--- config.mk ---
export PLATFORM = sky130hd
export DESIGN_NAME = esdc_drive_ctrl
export DESIGN_NICKNAME = d
export VERILOG_FILES = /design/src/esdc_pkg.sv /design/src/esdc_cmd_decode.sv /design/src/esdc_drive_ctrl.sv
export SDC_FILE = /design/constraint.sdc
export NUM_CORES = 1
export LEC_CHECK = 0
export ABC_AREA = 1
export BUFFER_PORTS_ARGS = -buffer_cell sky130_fd_sc_hd__buf_2
export CAP_MARGIN = 15
export CORE_MARGIN = 5
export CORE_UTILIZATION = 58
export CTS_BUF_LIST = sky130_fd_sc_hd__clkbuf_8
export DETAILED_ROUTE_END_ITERATION = 6
export GPL_ROUTABILITY_DRIVEN = 0
export GPL_TIMING_DRIVEN = 0
export PLACE_DENSITY = 0.92
export SYNTH_ARGS = -nofsm -noshare
export SYNTH_HDL_FRONTEND = slang
export SYNTH_SLANG_ARGS = --single-unit
--- constraint.sdc ---
create_clock -name SYS_CLK_IN -period 2.4 [get_ports SYS_CLK_IN]
set_input_delay 0.12 -clock SYS_CLK_IN [delete_from_list [all_inputs] [get_ports SYS_CLK_IN]]
set_output_delay 0.12 -clock SYS_CLK_IN [all_outputs]
set_load 0.01 [all_outputs]
--- src/esdc_pkg.sv ---
// Purpose: Shared constants for the serial-mode drive control block
// Assumes: 10 MHz system clock
// Notes: Opcodes sit in command bits 15..12, modifiers in bits 11..8
package esdc_pkg;
  localparam int CLK_HZ = 10_000_000;
  localparam int SEL_NS = 1000;
  localparam int SEL_CYC = (SEL_NS * (CLK_HZ / 1_000_000)) / 1000 < 1 ? 1 :
    (SEL_NS * (CLK_HZ / 1_000_000)) / 1000;
  localparam int ACK_NS = 2000;
  localparam int ACK_CYC = (ACK_NS * (CLK_HZ / 1_000_000)) / 1000;
  localparam int HEAD_W = 4;
  localparam int UNIT_W = 3;
  localparam int CMD_W = 16;
  localparam int OP_HI = 15;
  localparam int OP_LO = 12;
  localparam int MOD_HI = 11;
  localparam int MOD_LO = 8;
  localparam logic [3:0] OP_SEEK = 4'h0;
  localparam logic [3:0] OP_RECAL = 4'h1;
  localparam logic [3:0] OP_STATUS = 4'h2;
  localparam logic [3:0] OP_CONFIG = 4'h3;
  localparam logic [3:0] OP_HEAD_GROUP = 4'h4;
  localparam logic [3:0] OP_CONTROL = 4'h5;
  localparam logic [3:0] OP_STROBE_OFS = 4'h6;
  localparam logic [3:0] OP_TRACK_OFS = 4'h7;
  localparam logic [3:0] OP_DIAG = 4'h8;
  localparam logic [3:0] OP_SET_BPS = 4'h9;
  localparam logic [3:0] OP_SET_CONFIG = 4'he;
  localparam logic [3:0] MOD_RESET_ATTN = 4'h0;
  localparam logic [3:0] MOD_START_MOTOR = 4'h3;
  localparam int ST_INVALID_BIT = 0;
  localparam logic [1:0] OFS_NONE = 2'h0;
  localparam logic [1:0] STROBE_SINGLE = 2'h1;
  typedef enum {XS_IDLE, XS_WAIT} esdc_xfer_t;
endpackage : esdc_pkg

--- src/esdc_cmd_decode.sv ---
// Purpose: Combinational opcode and modifier decode of a command word
// Assumes: Word fully assembled before strobe
// Notes: Pure logic, no state
`timescale 1ns/1ps
module esdc_cmd_decode
  import esdc_pkg::*;
(
  input wire logic [CMD_W-1:0] cmd_in,
  output logic valid_out,
  output logic clr_attn_out,
  output logic start_motor_out,
  output logic strobe_ofs_out,
  output logic track_ofs_out
);
  logic [3:0] op;
  logic [3:0] modf;
  assign op = cmd_in[OP_HI:OP_LO];
  assign modf = cmd_in[MOD_HI:MOD_LO];
  always_comb begin
    valid_out = 1'b1;
    clr_attn_out = 1'b0;
    start_motor_out = 1'b0;
    strobe_ofs_out = 1'b0;
    track_ofs_out = 1'b0;
    case (op)
      OP_SEEK, OP_RECAL, OP_STATUS, OP_CONFIG, OP_DIAG, OP_SET_BPS, OP_SET_CONFIG: begin
        valid_out = 1'b1;
      end
      OP_CONTROL: begin
        if (modf == MOD_RESET_ATTN) begin
          clr_attn_out = 1'b1;
        end else if (modf == MOD_START_MOTOR) begin
          start_motor_out = 1'b1;
        end else begin
          valid_out = 1'b0;
        end
      end
      OP_STROBE_OFS: begin
        strobe_ofs_out = 1'b1;
      end
      OP_TRACK_OFS: begin
        track_ofs_out = 1'b1;
      end
      default: begin
        valid_out = 1'b0;
      end
    endcase
  end
endmodule : esdc_cmd_decode

--- src/esdc_drive_ctrl.sv ---
// Purpose: Drive-side select, head select and serial command logic
// Assumes: All inputs except RST_N_IN synchronous to SYS_CLK_IN; levels already resolved from line pairs
// Notes: Command bits shift in MSB first, one bit per request edge
// How it works
// - Ready output valid within one microsecond of selection.
// - Own unit address on select lines asserts selected within one microsecond.
// - Other unit address deselects within one microsecond.
// - Select lines compared to a jumpered unit address, seven units.
// - Read data valid within one clock (100 ns) of a head change.
// - Ready and command complete do not change on head change.
// - Four head-select lines choose the data head.
// - Each request edge gets a matching acknowledge edge, about 2 us later.
// - Opcode is command bits fifteen to twelve.
// - Unimplemented commands are invalid.
// - Reset attention/status and start motor control commands implemented.
// - Three strobe offset levels map to one physical offset.
// - Three track offset levels each get a distinct offset.
// - Serial command mode only, no step mode.
// - Differential plus above minus means asserted.
// - Invalid command raises attention and the invalid-command status bit.
// - Control modifier 0000 clears attention, 0011 starts spindle.
`timescale 1ns/1ps
module esdc_drive_ctrl
  import esdc_pkg::*;
#(
  parameter int ACK_DELAY = ACK_CYC
) (
  input wire logic SYS_CLK_IN,
  input wire logic RST_N_IN,
  input wire logic [UNIT_W-1:0] UNIT_ADDR_IN,
  input wire logic [UNIT_W-1:0] DRIVE_SEL_IN,
  input wire logic [HEAD_W-1:0] HEAD_SEL_IN,
  input wire logic WRITE_GATE_IN,
  input wire logic READ_GATE_IN,
  input wire logic XFER_REQ_IN,
  input wire logic CMD_BIT_IN,
  input wire logic MECH_READY_IN,
  input wire logic MECH_DONE_IN,
  output logic SELECTED_OUT,
  output logic READY_OUT,
  output logic CMD_DONE_OUT,
  output logic ATTN_OUT,
  output logic XFER_ACK_OUT,
  output logic [HEAD_W-1:0] HEAD_OUT,
  output logic WRITE_EN_OUT,
  output logic READ_EN_OUT,
  output logic [CMD_W-1:0] CMD_WORD_OUT,
  output logic CMD_STB_OUT,
  output logic [11:0] STATUS_OUT,
  output logic MOTOR_ON_OUT,
  output logic [1:0] STROBE_OFS_OUT,
  output logic [1:0] TRACK_OFS_OUT
);
  // Counter is 16 bits wide and needs at least one wait cycle
  if (ACK_DELAY < 1 || ACK_DELAY > 65535) begin : g_bad_delay
    $error("ACK_DELAY out of range");
  end

  // Two-flop release of the asynchronous reset
  logic rst_s1_q;
  logic rst_n_q;
  always_ff @(posedge SYS_CLK_IN or negedge RST_N_IN) begin
    if (!RST_N_IN) begin
      rst_s1_q <= 1'b0;
      rst_n_q <= 1'b0;
    end else begin
      rst_s1_q <= 1'b1;
      rst_n_q <= rst_s1_q;
    end
  end

  // Selection and head path; inputs are resolved levels, high is asserted
  logic sel_q, sel_d;
  logic [HEAD_W-1:0] head_q, head_d;
  always_comb begin
    sel_d = (DRIVE_SEL_IN == UNIT_ADDR_IN) && (DRIVE_SEL_IN != '0);
    head_d = HEAD_SEL_IN;
  end

  // Command transfer state
  esdc_xfer_t xs_q, xs_d;
  logic req_q, req_d;
  logic ack_q, ack_d;
  logic [15:0] cnt_q, cnt_d;
  logic [CMD_W-1:0] sh_q, sh_d;
  logic [4:0] nbit_q, nbit_d;
  logic [CMD_W-1:0] word_q, word_d;
  logic stb_q, stb_d;
  logic done_q, done_d;
  logic attn_q, attn_d;
  logic [11:0] st_q, st_d;
  logic motor_q, motor_d;
  logic [1:0] sofs_q, sofs_d;
  logic [1:0] tofs_q, tofs_d;
  logic dec_valid, dec_clr, dec_start, dec_sofs, dec_tofs;
  logic [CMD_W-1:0] next_word;

  // Serial command path only, no step pulses
  assign next_word = {sh_q[CMD_W-2:0], CMD_BIT_IN};

  esdc_cmd_decode u_dec (
    .cmd_in(next_word),
    .valid_out(dec_valid),
    .clr_attn_out(dec_clr),
    .start_motor_out(dec_start),
    .strobe_ofs_out(dec_sofs),
    .track_ofs_out(dec_tofs)
  );

  always_comb begin
    xs_d = xs_q;
    req_d = req_q;
    ack_d = ack_q;
    cnt_d = cnt_q;
    sh_d = sh_q;
    nbit_d = nbit_q;
    word_d = word_q;
    stb_d = 1'b0;
    done_d = done_q;
    attn_d = attn_q;
    st_d = st_q;
    motor_d = motor_q;
    sofs_d = sofs_q;
    tofs_d = tofs_q;
    case (xs_q)
      XS_IDLE: begin
        if (sel_q && XFER_REQ_IN != req_q) begin
          req_d = XFER_REQ_IN;
          cnt_d = 16'(ACK_DELAY - 1);
          xs_d = XS_WAIT;
          if (nbit_q == 5'h0) begin
            done_d = 1'b0;
          end
        end
      end
      XS_WAIT: begin
        if (cnt_q != 16'h0) begin
          cnt_d = cnt_q - 16'h1;
        end else begin
          ack_d = req_q;
          xs_d = XS_IDLE;
          sh_d = next_word;
          if (nbit_q == 5'(CMD_W - 1)) begin
            nbit_d = 5'h0;
            word_d = next_word;
            stb_d = 1'b1;
            done_d = 1'b1;
            if (!dec_valid) begin
              attn_d = 1'b1;
              st_d[ST_INVALID_BIT] = 1'b1;
            end else if (dec_clr) begin
              attn_d = 1'b0;
              st_d = '0;
            end else if (dec_start) begin
              motor_d = 1'b1;
            end else if (dec_sofs) begin
              sofs_d = (next_word[MOD_HI:MOD_LO] == 4'h0) ? OFS_NONE : STROBE_SINGLE;
            end else if (dec_tofs) begin
              tofs_d = next_word[MOD_LO+1:MOD_LO];
            end
          end else begin
            nbit_d = nbit_q + 5'h1;
          end
        end
      end
      default: xs_d = XS_IDLE;
    endcase
    // Mechanics event wins over a clear in the same cycle
    if (MECH_DONE_IN) begin
      done_d = 1'b1;
    end
  end

  always_ff @(posedge SYS_CLK_IN or negedge rst_n_q) begin
    if (!rst_n_q) begin
      sel_q <= 1'b0;
      head_q <= '0;
      xs_q <= XS_IDLE;
      req_q <= 1'b0;
      ack_q <= 1'b0;
      cnt_q <= 16'h0;
      sh_q <= '0;
      nbit_q <= 5'h0;
      word_q <= '0;
      stb_q <= 1'b0;
      done_q <= 1'b0;
      attn_q <= 1'b0;
      st_q <= 12'h0;
      motor_q <= 1'b0;
      sofs_q <= OFS_NONE;
      tofs_q <= OFS_NONE;
    end else begin
      sel_q <= sel_d;
      head_q <= head_d;
      xs_q <= xs_d;
      req_q <= req_d;
      ack_q <= ack_d;
      cnt_q <= cnt_d;
      sh_q <= sh_d;
      nbit_q <= nbit_d;
      word_q <= word_d;
      stb_q <= stb_d;
      done_q <= done_d;
      attn_q <= attn_d;
      st_q <= st_d;
      motor_q <= motor_d;
      sofs_q <= sofs_d;
      tofs_q <= tofs_d;
    end
  end

  // Gated cable outputs; head changes never touch ready or done
  assign SELECTED_OUT = sel_q;
  assign READY_OUT = sel_q & MECH_READY_IN & motor_q;
  assign CMD_DONE_OUT = sel_q & done_q;
  assign ATTN_OUT = sel_q & attn_q;
  assign XFER_ACK_OUT = sel_q & ack_q;
  assign HEAD_OUT = head_q;
  assign WRITE_EN_OUT = sel_q & WRITE_GATE_IN;
  assign READ_EN_OUT = sel_q & READ_GATE_IN;
  assign CMD_WORD_OUT = word_q;
  assign CMD_STB_OUT = stb_q;
  assign STATUS_OUT = st_q;
  assign MOTOR_ON_OUT = motor_q;
  assign STROBE_OFS_OUT = sofs_q;
  assign TRACK_OFS_OUT = tofs_q;
endmodule : esdc_drive_ctrl

# [Yosys cells after proc, flatten, opt, wreduce, memory -nomap -nowiden]
# Cells that the tools add are included.
[op_classes] addsub=2 eq_ne=22 mux=30 bitwise=11 n_reduce_logical=21
[ops] op="2-to-1 mux 32 bit" n=2
[ops] op="case mux 32 bit (2 select lines)" n=1
[ops] op="== test 32 x 1 -> 1 bit (second input constant)" n=1
[ops] op="zero test 32 bit" n=1
[ops] op="2-to-1 mux 16 bit" n=2
[ops] op="case mux 16 bit (2 select lines)" n=1
[ops] op="2-to-1 mux 1 bit" n=21
[ops] op="nonzero test 16 bit" n=1
[ops] op="subtractor 16 x 1 -> 16 bit (second input constant)" n=1
[ops] op="== test 4 x 2 -> 1 bit (second input constant)" n=3
[ops] op="== test 4 x 3 -> 1 bit (second input constant)" n=3
[ops] op="== test 4 bit (second input constant)" n=3
[ops] op="inequality test 3 bit (second input constant)" n=4
[ops] op="OR reduction 9 bit" n=1
[ops] op="zero test 4 bit" n=2
[ops] op="AND reduction 8 bit" n=1
[ops] op="bitwise AND 1 bit" n=7
[ops] op="AND reduction 7 bit" n=1
[ops] op="inequality test 2 bit (second input constant)" n=3
[ops] op="AND reduction 2 bit" n=3
[ops] op="AND reduction 3 bit" n=2
[ops] op="AND reduction 6 bit" n=1
[ops] op="nonzero test 3 bit" n=2
[ops] op="adder 5 x 1 -> 5 bit (second input constant)" n=1
[ops] op="13 further kinds" n=18
[totals] ff_bits=102 elab_cells=104

# [Logic depth before layout (Yosys ltp)]
# Gate-level depths: netlist of run 1.
[logic_depth] ltp_word=6 ltp_mapped=11

# [Cells and area by module]
# From an unflattened synthesis of run 1, not the netlist that was laid out.
[hier_totals] cells_unflattened=432 hier_area_um2=3465.8
[modules_own_cells] mod="esdc_drive_ctrl" n_inst=1 cells_each=408 area_each_um2=3369.5 seq_area_each_um2=1726.7
[modules_own_cells] mod="esdc_cmd_decode" n_inst=1 cells_each=24 area_each_um2=96.3 seq_area_each_um2=0.0

# [Worst setup path after synthesis of run 1]
# Ideal clock, no wire load.
[synth_timing] kind="reg-to-reg" from="reg cnt_q[0]" to="reg word_q[14] (netlist: CMD_WORD_OUT[14])" setup_time_ps=124 t_arrival_ps=1420 required_ps=2276 setup_slack_ps=857 path_stages_with_launch=11 path_buffers=1 synth_period_minus_slack_ps=1543 cell_sequence="dfrtp_1 inv_1 ha_1 nand2_2 nor2_4 nand2_4 nor2_8 nand2_4 buf_6 nand2_2 o31ai_2"
[synth_via] elab_chain_cells=3
[synth_rtl] item="from (decl)" line="esdc_drive_ctrl.sv:84" rtl="logic [15:0] cnt_q, cnt_d;"
[synth_rtl] item="from (signal assigned)" line="esdc_drive_ctrl.sv:198" rtl="cnt_q <= cnt_d;"
[synth_rtl] item="nonzero test 16 bit" line="esdc_drive_ctrl.sv:137" rtl="if (cnt_q != 16'h0) begin"
[synth_rtl] item="inverter 1 bit (no source line)"
[synth_rtl] item="AND reduction 3 bit (no source line)"
[synth_rtl] item="to (signal assigned)" line="esdc_drive_ctrl.sv:201" rtl="word_q <= word_d;"
[synth_rtl] item="to (decl)" line="esdc_drive_ctrl.sv:87" rtl="logic [CMD_W-1:0] word_q, word_d;"
# Every way passes these cells.
# A chain may end at the register's enable or synchronous reset.

# [Worst setup path in the final report of run 1]
[layout_timing] from="reg cnt_q[0]" to="reg sofs_q[0] (netlist: STROBE_OFS_OUT[0])"
[layout_via] elab_chain_cells=3
[layout_rtl] item="nonzero test 16 bit" line="esdc_drive_ctrl.sv:137"
[layout_rtl] item="inverter 1 bit (no source line)"
[layout_rtl] item="AND reduction 7 bit (no source line)"
[layout_rtl] item="to (signal assigned)" line="esdc_drive_ctrl.sv:207" rtl="sofs_q <= sofs_d;"
[layout_rtl] item="to (decl)" line="esdc_drive_ctrl.sv:93" rtl="logic [1:0] sofs_q, sofs_d;"
# Every way passes these cells.

==> results of run 1 <==
per-stage QoR:
step | worst slack [ns] | power [mW] | setup TNS, ns | hold slack [ns] | utilization, %
finish | 0.588 | 2.36 | 0 | 0.0204 | 70.3
global route | 0.416 | 2.44 | 0 | 0.0359 | 70.3
CTS | 0.600 | 2.38 | 0 | 0.0154 | 70.3
detailed placement | 0.623 | 1.28 | 0 | -0.0926 | 65.4
global placement | -0.345 | 1.27 | -22.95 | -0.0945 | 65.3
floorplan | 0.336 | 1.24 | 0 | -0.176 | -
power groups by stage:
stage	registers [mW]	clock network (mW)	logic (mW)
6_report	1.19	1.10	0.0672
2_1_floorplan	1.21	0	0.0320
3_5_place_dp	1.22	0	0.0582
5_1_grt	1.20	1.17	0.0742
3_3_place_gp	1.22	0	0.0567
4_1_cts	1.19	1.12	0.0658
repair_timing:
action                                 in CTS  in global routing
endpoints found under the hold margin       7                  0
hold buffers                                6                  0
setup endpoints to repair                   0                  0
cell type report:
cell class	instances	area [µm²]	share of cell area [%]
Inverter	54	203	4.93
Tap cell	75	93.8	2.28
Buffer	22	166	4.04
Multi-Input combinational cell	268	1380	33.6
Timing Repair Buffer	56	310	7.54
Sequential cell	69	1730	42.0
Clock buffer	9	124	3.01
Clock inverter	7	105	2.55
flip-flops by register name, summed over array words and instances (netlist names), 2 cells and up:
signal,count
sh_q,15
TRACK_OFS_OUT,2
CMD_WORD_OUT,16
HEAD_OUT,4
nbit_q,5
cnt_q,16
layer usage:
| metal | part of all wire, % | global-route usage (%) | vias to the layer above |
|---|---|---|---|
| li1 | - | - | 1392 |
| met1 | 41 | 26.5 | 1389 |
| met2 | 51 | 37.1 | 83 |
| met3 | 5.5 | 4.26 | 17 |
| met4 | 2.1 | 10.2 | 0 |
| met5 | 0 | 0 | - |
path summary, 6_finish.rpt:
kind | endpoint | depth (start not counted)
worst min register to register | rst_n_q | 0
worst max-delay path | STROBE_OFS_OUT[0] | 9
worst max register to register | STROBE_OFS_OUT[0] | 9
worst min-delay path | req_q | 3
min in group asynchronous | rst_n_q | 2
max in group asynchronous | cnt_q[14] | 0
kinds of logic after synthesis:
logic type	after synthesis	synth area share, %
xor+xnor	7	1.78
compound gates	54	9.90
simple gates	191	26.0
buf+inv	76	10.7
other cells	2	0.219
fa+ha+maj	3	1.09
flops	69	50.2
cells in the mapped netlist (2+ instances only):
master and count:
nand2_2 8, a21oi_1 2, buf_2 3, ha_1 3, o21ai_0 17, nand2_4 3
buf_4 13, o21ai_2 15, buf_6 4, o21ai_1 16, nor2_1 32, nand3_1 20
xor2_1 6, nor3_1 8, nand4_1 8, nand2_1 98, nor2_4 4, dfrtp_1 69
conb_1 2, nor2_2 4, inv_1 53
layout by cell type (no fill, tap or decap), types with 6 or more instances in the layout:
master         Yosys  final
nand2_1           98     98
dfrtp_1           69     68
inv_1             53     53
buf_2              3     53
nor2_1            32     32
nand3_1           20     20
o21ai_0           17     17
o21ai_1           16     16
o21ai_2           15     15
buf_4             13     13
conb_1             2     13
clkbuf_8           0      9
nor3_1             8      8
nand2_2            8      8
nand4_1            8      8
xor2_1             6      6
dlygate4sd3_1      0      6
tightest hold or removal path, stage by stage:
cell     delay [ns]
buf_2          0.10
nand2_1        0.05
o21ai_0        0.06
==> flow_summary.json, run 1 <==
{
  "status": "complete, no violations",
  "max-cap-violations": 0,
  "antenna_found_initial": 0,
  "io_buffers": 50,
  "place_hpwl_um": 5350,
  "relSlewSlack_pct": 43.4,
  "yosys_most_used_dff": "dfrtp_1",
  "fin_skew_ns": 0.00842,
  "cts.repair.resized": 0,
  "first_pass_iters": 4,
  "hold_start": "XFER_REQ_IN",
  "post-route-period-util_pct": 75.5,
  "core-area_mm2": 0.00585,
  "r2r-start": "cnt_q[0]",
  "nets": 501,
  "crit_type": "flop to flop",
  "die_h_um": 87.0,
  "drt.antenna.violating_nets": 0,
  "max_slew.worst_pin.slew_ns": 0.848,
  "grt_max_degree": 68,
  "synth_edf_count": 0,
  "area_growth_syn_to_layout_pct": 19.7,
  "hold_path.class": "input pin to flop",
  "synth_top_area_share_pct": 50.2,
  "yosysSeqAreaShare_pct": 50.2,
  "stdcell_area_mm2": 0.00412,
  "synth_area_leaders": "dfrtp_1 50%, nand2_1 11%, inv_1 5.8%, o21ai_2 3.8%, nor2_1 3.5%",
  "grt_overflow": 0,
  "slowest_stage": "nor2_1",
  "dp_cells": 538,
  "finalMaxSlewViolations": 0,
  "power_switching_share_pct": 23.4,
  "clockRootBuffer": "clkbuf_8",
  "p_leak_nw": 2.24,
  "start_util_pct": 58.7,
  "avgSynthCellArea_um2": 8.55,
  "grt_pass1_wl_um": 12900,
  "async_flop_share_pct": 100,
  "wl_per_cell_um": 13.5,
  "syn_area_mm2": 0.00344,
  "seqPwrFrac_pct": 50.5,
  "n_fill_cell": 443,
  "yosys.cell_types.count": 35,
  "final_layout_size_suffix_gt1_share_pct": 26.4,
  "htreeDepth": 3,
  "arrival_ns": 2.06,
  "crit_chain": "inv_1, ha_1, nand2_2, nor2_1, nand2_1, nor2_1, nand3_1, nand2_1, nand2_1",
  "synth_top_area_cell": "dfrtp_1",
  "clock_latency_ns": 0.36,
  "yosysWarnings": 0,
  "fp.dieArea_mm2": 0.00757,
  "finalHoldViolations": 0,
  "worstSetupStartpoint": "cnt_q[0]",
  "clk_pin_slew_ns": 0.08,
  "cts_tree": "yes",
  "p_per_area_mw_per_mm2": 573,
  "die_w_um": 87.0,
  "clock.fmax_mhz": 552,
  "routed_wl_um": 7540,
  "grt_pass1_vias": 2879,
  "ir_drop_v": 0.000461,
  "setup_violations": 0,
  "netlist_instances": 402,
  "internal_power_mw": 1.81,
  "p_switching_mw": 0.553,
  "cts_setup_buffers": 0,
  "path_max_fanout": 8,
  "drc_errors": 0,
  "start_kind": "flop",
  "crit_path_frequent_cell": "nand2_1",
  "diodes": 0,
  "min_period_ns": 1.81,
  "grt_usage_pct": 21.8,
  "clockBufferDepth": 2,
  "path_buf_inv": 1,
  "reg2reg_slack_ns": 0.59,
  "placed_area_mm2": 0.00383,
  "ys_ff_latch": 69,
  "p_clk_share_pct": 46.6,
  "instances_no_fill": 560,
  "vias": 2881,
  "required_ns": 2.65,
  "ios": 63,
  "vias_per_cell": 5.14,
  "p_comb_share_pct": 2.9,
  "tritoncts.num_buffers": 9,
  "cts.sinks": 69,
  "cp-end-kind": "flop",
  "grt_setup_unrepaired": "false",
  "drtIter0Drc": 164,
  "rows": 28,
  "crit_family": "simple AND/OR/NAND/NOR gates",
  "cp_slowest_stage_delay_ns": 0.39
}
Note: power is estimated with default switching activity, not from simulation.
==> run 2: changes to the inputs <==
==> constraint.sdc (replaced) <==
create_clock -name SYS_CLK_IN -period 1.7 [get_ports SYS_CLK_IN]
set_input_delay 0.085 -clock SYS_CLK_IN [delete_from_list [all_inputs] [get_ports SYS_CLK_IN]]
set_output_delay 0.085 -clock SYS_CLK_IN [all_outputs]
set_load 0.01 [all_outputs]
==> run 2 against run 1 <==
Clock skew increased by 0.00094 ns. Global-route usage decreased by 0.92 points. First-iteration DRC count decreased by 0.61%. Clock power grew 20%. Die area did not move. Cell area up 1.7%. Worst hold slack gained 0.018 ns. Critical endpoint is now CMD_WORD_OUT[14]. Largest power group unchanged. Highest routed layer unchanged.
==> flow_summary.json, run 2 (synthesis results as in run 1) <==
{
  "status": "complete, no violations",
  "path_max_fanout": 10,
  "placed_area_mm2": 0.00383,
  "start_util_pct": 58.7,
  "vias_per_cell": 5.07,
  "clockRootBuffer": "clkbuf_8",
  "die_w_um": 87.0,
  "grt_pass1_vias": 2862,
  "clock.fmax_mhz": 613,
  "hold_end": "SELECTED_OUT",
  "slowest_stage": "dfrtp_1",
  "vias": 2870,
  "fp.dieArea_mm2": 0.00757,
  "io_buffers": 50,
  "stdcell_area_mm2": 0.00418,
  "finalMaxSlewViolations": 0,
  "hold_path.class": "input pin to flop",
  "grt_pass1_wl_um": 12500,
  "p_leak_nw": 2.27,
  "start_kind": "flop",
  "hold_path_depth": 3,
  "cp_slowest_stage_delay_ns": 0.41,
  "crit_type": "flop to flop",
  "core-area_mm2": 0.00585,
  "fin_hold_ws_ns": 0.0387,
  "drt.antenna.violating_nets": 0,
  "post-route-period-util_pct": 96.0,
  "clock_latency_ns": 0.35,
  "htreeDepth": 3,
  "arrival_ns": 1.86,
  "min_period_ns": 1.63,
  "cts.sinks": 69,
  "clockBufferDepth": 2,
  "crit_path_frequent_cell": "nand2_4",
  "crit_chain": "nor2_1, nand2_1, nor2_4, nand2_4, nor2_8, nand2_4, buf_8, nand2_2, o31ai_2",
  "max-cap-violations": 0,
  "final_common_cell": "nand2_1",
  "fin_skew_ns": 0.00936,
  "antenna_found_initial": 0,
  "setup_tns_ns": 0,
  "clk_pin_slew_ns": 0.07,
  "setup_violations": 0,
  "rows": 28,
  "area_growth_syn_to_layout_pct": 21.7,
  "path_buf_inv": 1,
  "diodes": 0,
  "grt_max_degree": 68,
  "drtIter0Drc": 163,
  "grt_usage_pct": 20.9,
  "n_fill_cell": 445,
  "first_pass_iters": 5,
  "finalHoldViolations": 0,
  "reg2reg_slack_ns": 0.07,
  "cp-end-kind": "flop",
  "relSlewSlack_pct": 43.8,
  "rr_worst_depth": 9,
  "cts_tree": "yes",
  "tritoncts.num_buffers": 9,
  "hold_start": "UNIT_ADDR_IN[1]",
  "drc_errors": 0,
  "routed_wl_um": 7510,
  "required_ns": 1.93,
  "nets": 508,
  "grt_overflow": 0,
  "crit_family": "simple AND/OR/NAND/NOR gates",
  "die_h_um": 87.0,
  "place_hpwl_um": 5030,
  "ir_drop_v": 0.000526,
  "r2r-start": "cnt_q[14]",
  "max_slew.worst_pin.slew_ns": 0.843,
  "wl_per_cell_um": 13.3,
  "layout.cells.most_common_list": "98 x nand2_1, 68 x dfrtp_1, 53 x buf_2",
  "ios": 63,
  "rr_endpoint": "CMD_WORD_OUT[14]",
  "p_per_area_mw_per_mm2": 741,
  "final_layout_size_suffix_gt1_share_pct": 28.1
}
## run 2: changes by cell type in the layout (fill, tap and decap cells not counted), sizes merged
cell         previous run  this run
bufinv                  2         1
clkinvlp                1         0
clkinv                  1         3
dlygate4sd3             6         8
clkbuf                 11        12
buf                    70        75
inv                    57        55
## run 2: where the power goes
part	leakage, nW	total [mW]	internal (mW)	switching (mW)
clock network	0.103	1.32	0.702	0.615
logic	1.27	0.0987	0.0558	0.0429
registers	0.890	1.68	1.65	0.0344
total	2.27	3.10	2.41	0.692
## run 2: worst max path at each step
| stage | from | endpoint | cells after the start |
|---|---|---|---|
| after floorplan | cnt_q[0] | CMD_WORD_OUT[14] | 10 |
| after global routing | xs_q[0] | done_q | 7 |
| after detailed placement | cnt_q[0] | STROBE_OFS_OUT[0] | 9 |
| after CTS | cnt_q[1] | CMD_WORD_OUT[14] | 10 |
| final | cnt_q[14] | CMD_WORD_OUT[14] | 9 |
| after global placement | cnt_q[0] | STROBE_OFS_OUT[0] | 9 |
## run 2: repair_timing
item / 4_1_cts / 5_1_grt
setup buffers: 0 / 5
pin swaps: 1 / 3
gates resized for setup: 4 / 9
endpoints found under the hold margin: 9 / 0
setup endpoints to repair: 29 / 50
hold buffers: 8 / 0
## run 2: metrics by stage
stage          setup slack (ns)  power (mW)  util [%]  instances
6_report                 0.0677        3.10      71.5        566
4_1_cts                 0.00258        3.13      70.2        561
3_5_place_dp             -0.107        1.80      65.4        538
5_1_grt                 -0.0330        3.20      71.5        566
2_1_floorplan             0.157        1.76         -        413
3_3_place_gp            -0.0578        1.80      65.4        538
## run 2: worst reg2reg max path: cells and delay by family, from the launching register on
kind / cells / cell delay [ns]
AND/OR/NAND/NOR: 7 / 0.89
flip-flops: 1 / 0.41
buffers and inverters: 1 / 0.16
AO/OA/AOI/OAI: 1 / 0.06
## run 2: cell type report
type / instances / area (µm²) / area share (%)
buffer: 22 / 170 / 4.07
clock buffer: 10 / 138 / 3.29
clock inverter: 5 / 52.6 / 1.26
inverter: 54 / 203 / 4.84
multi-input combinational: 268 / 1430 / 34.2
sequential: 69 / 1730 / 41.4
tap: 75 / 93.8 / 2.24
timing repair buffer: 63 / 368 / 8.79
## run 2: routing by layer
| layer | wire, µm | vias up | global-route usage, % |
|---|---|---|---|
| met2 | 3880 | 81 | 35.4 |
| li1 | - | 1408 | - |
| met5 | 0 | - | 0 |
| met4 | 172 | 0 | 9.63 |
| met1 | 3070 | 1365 | 25.8 |
| met3 | 393 | 16 | 3.78 |
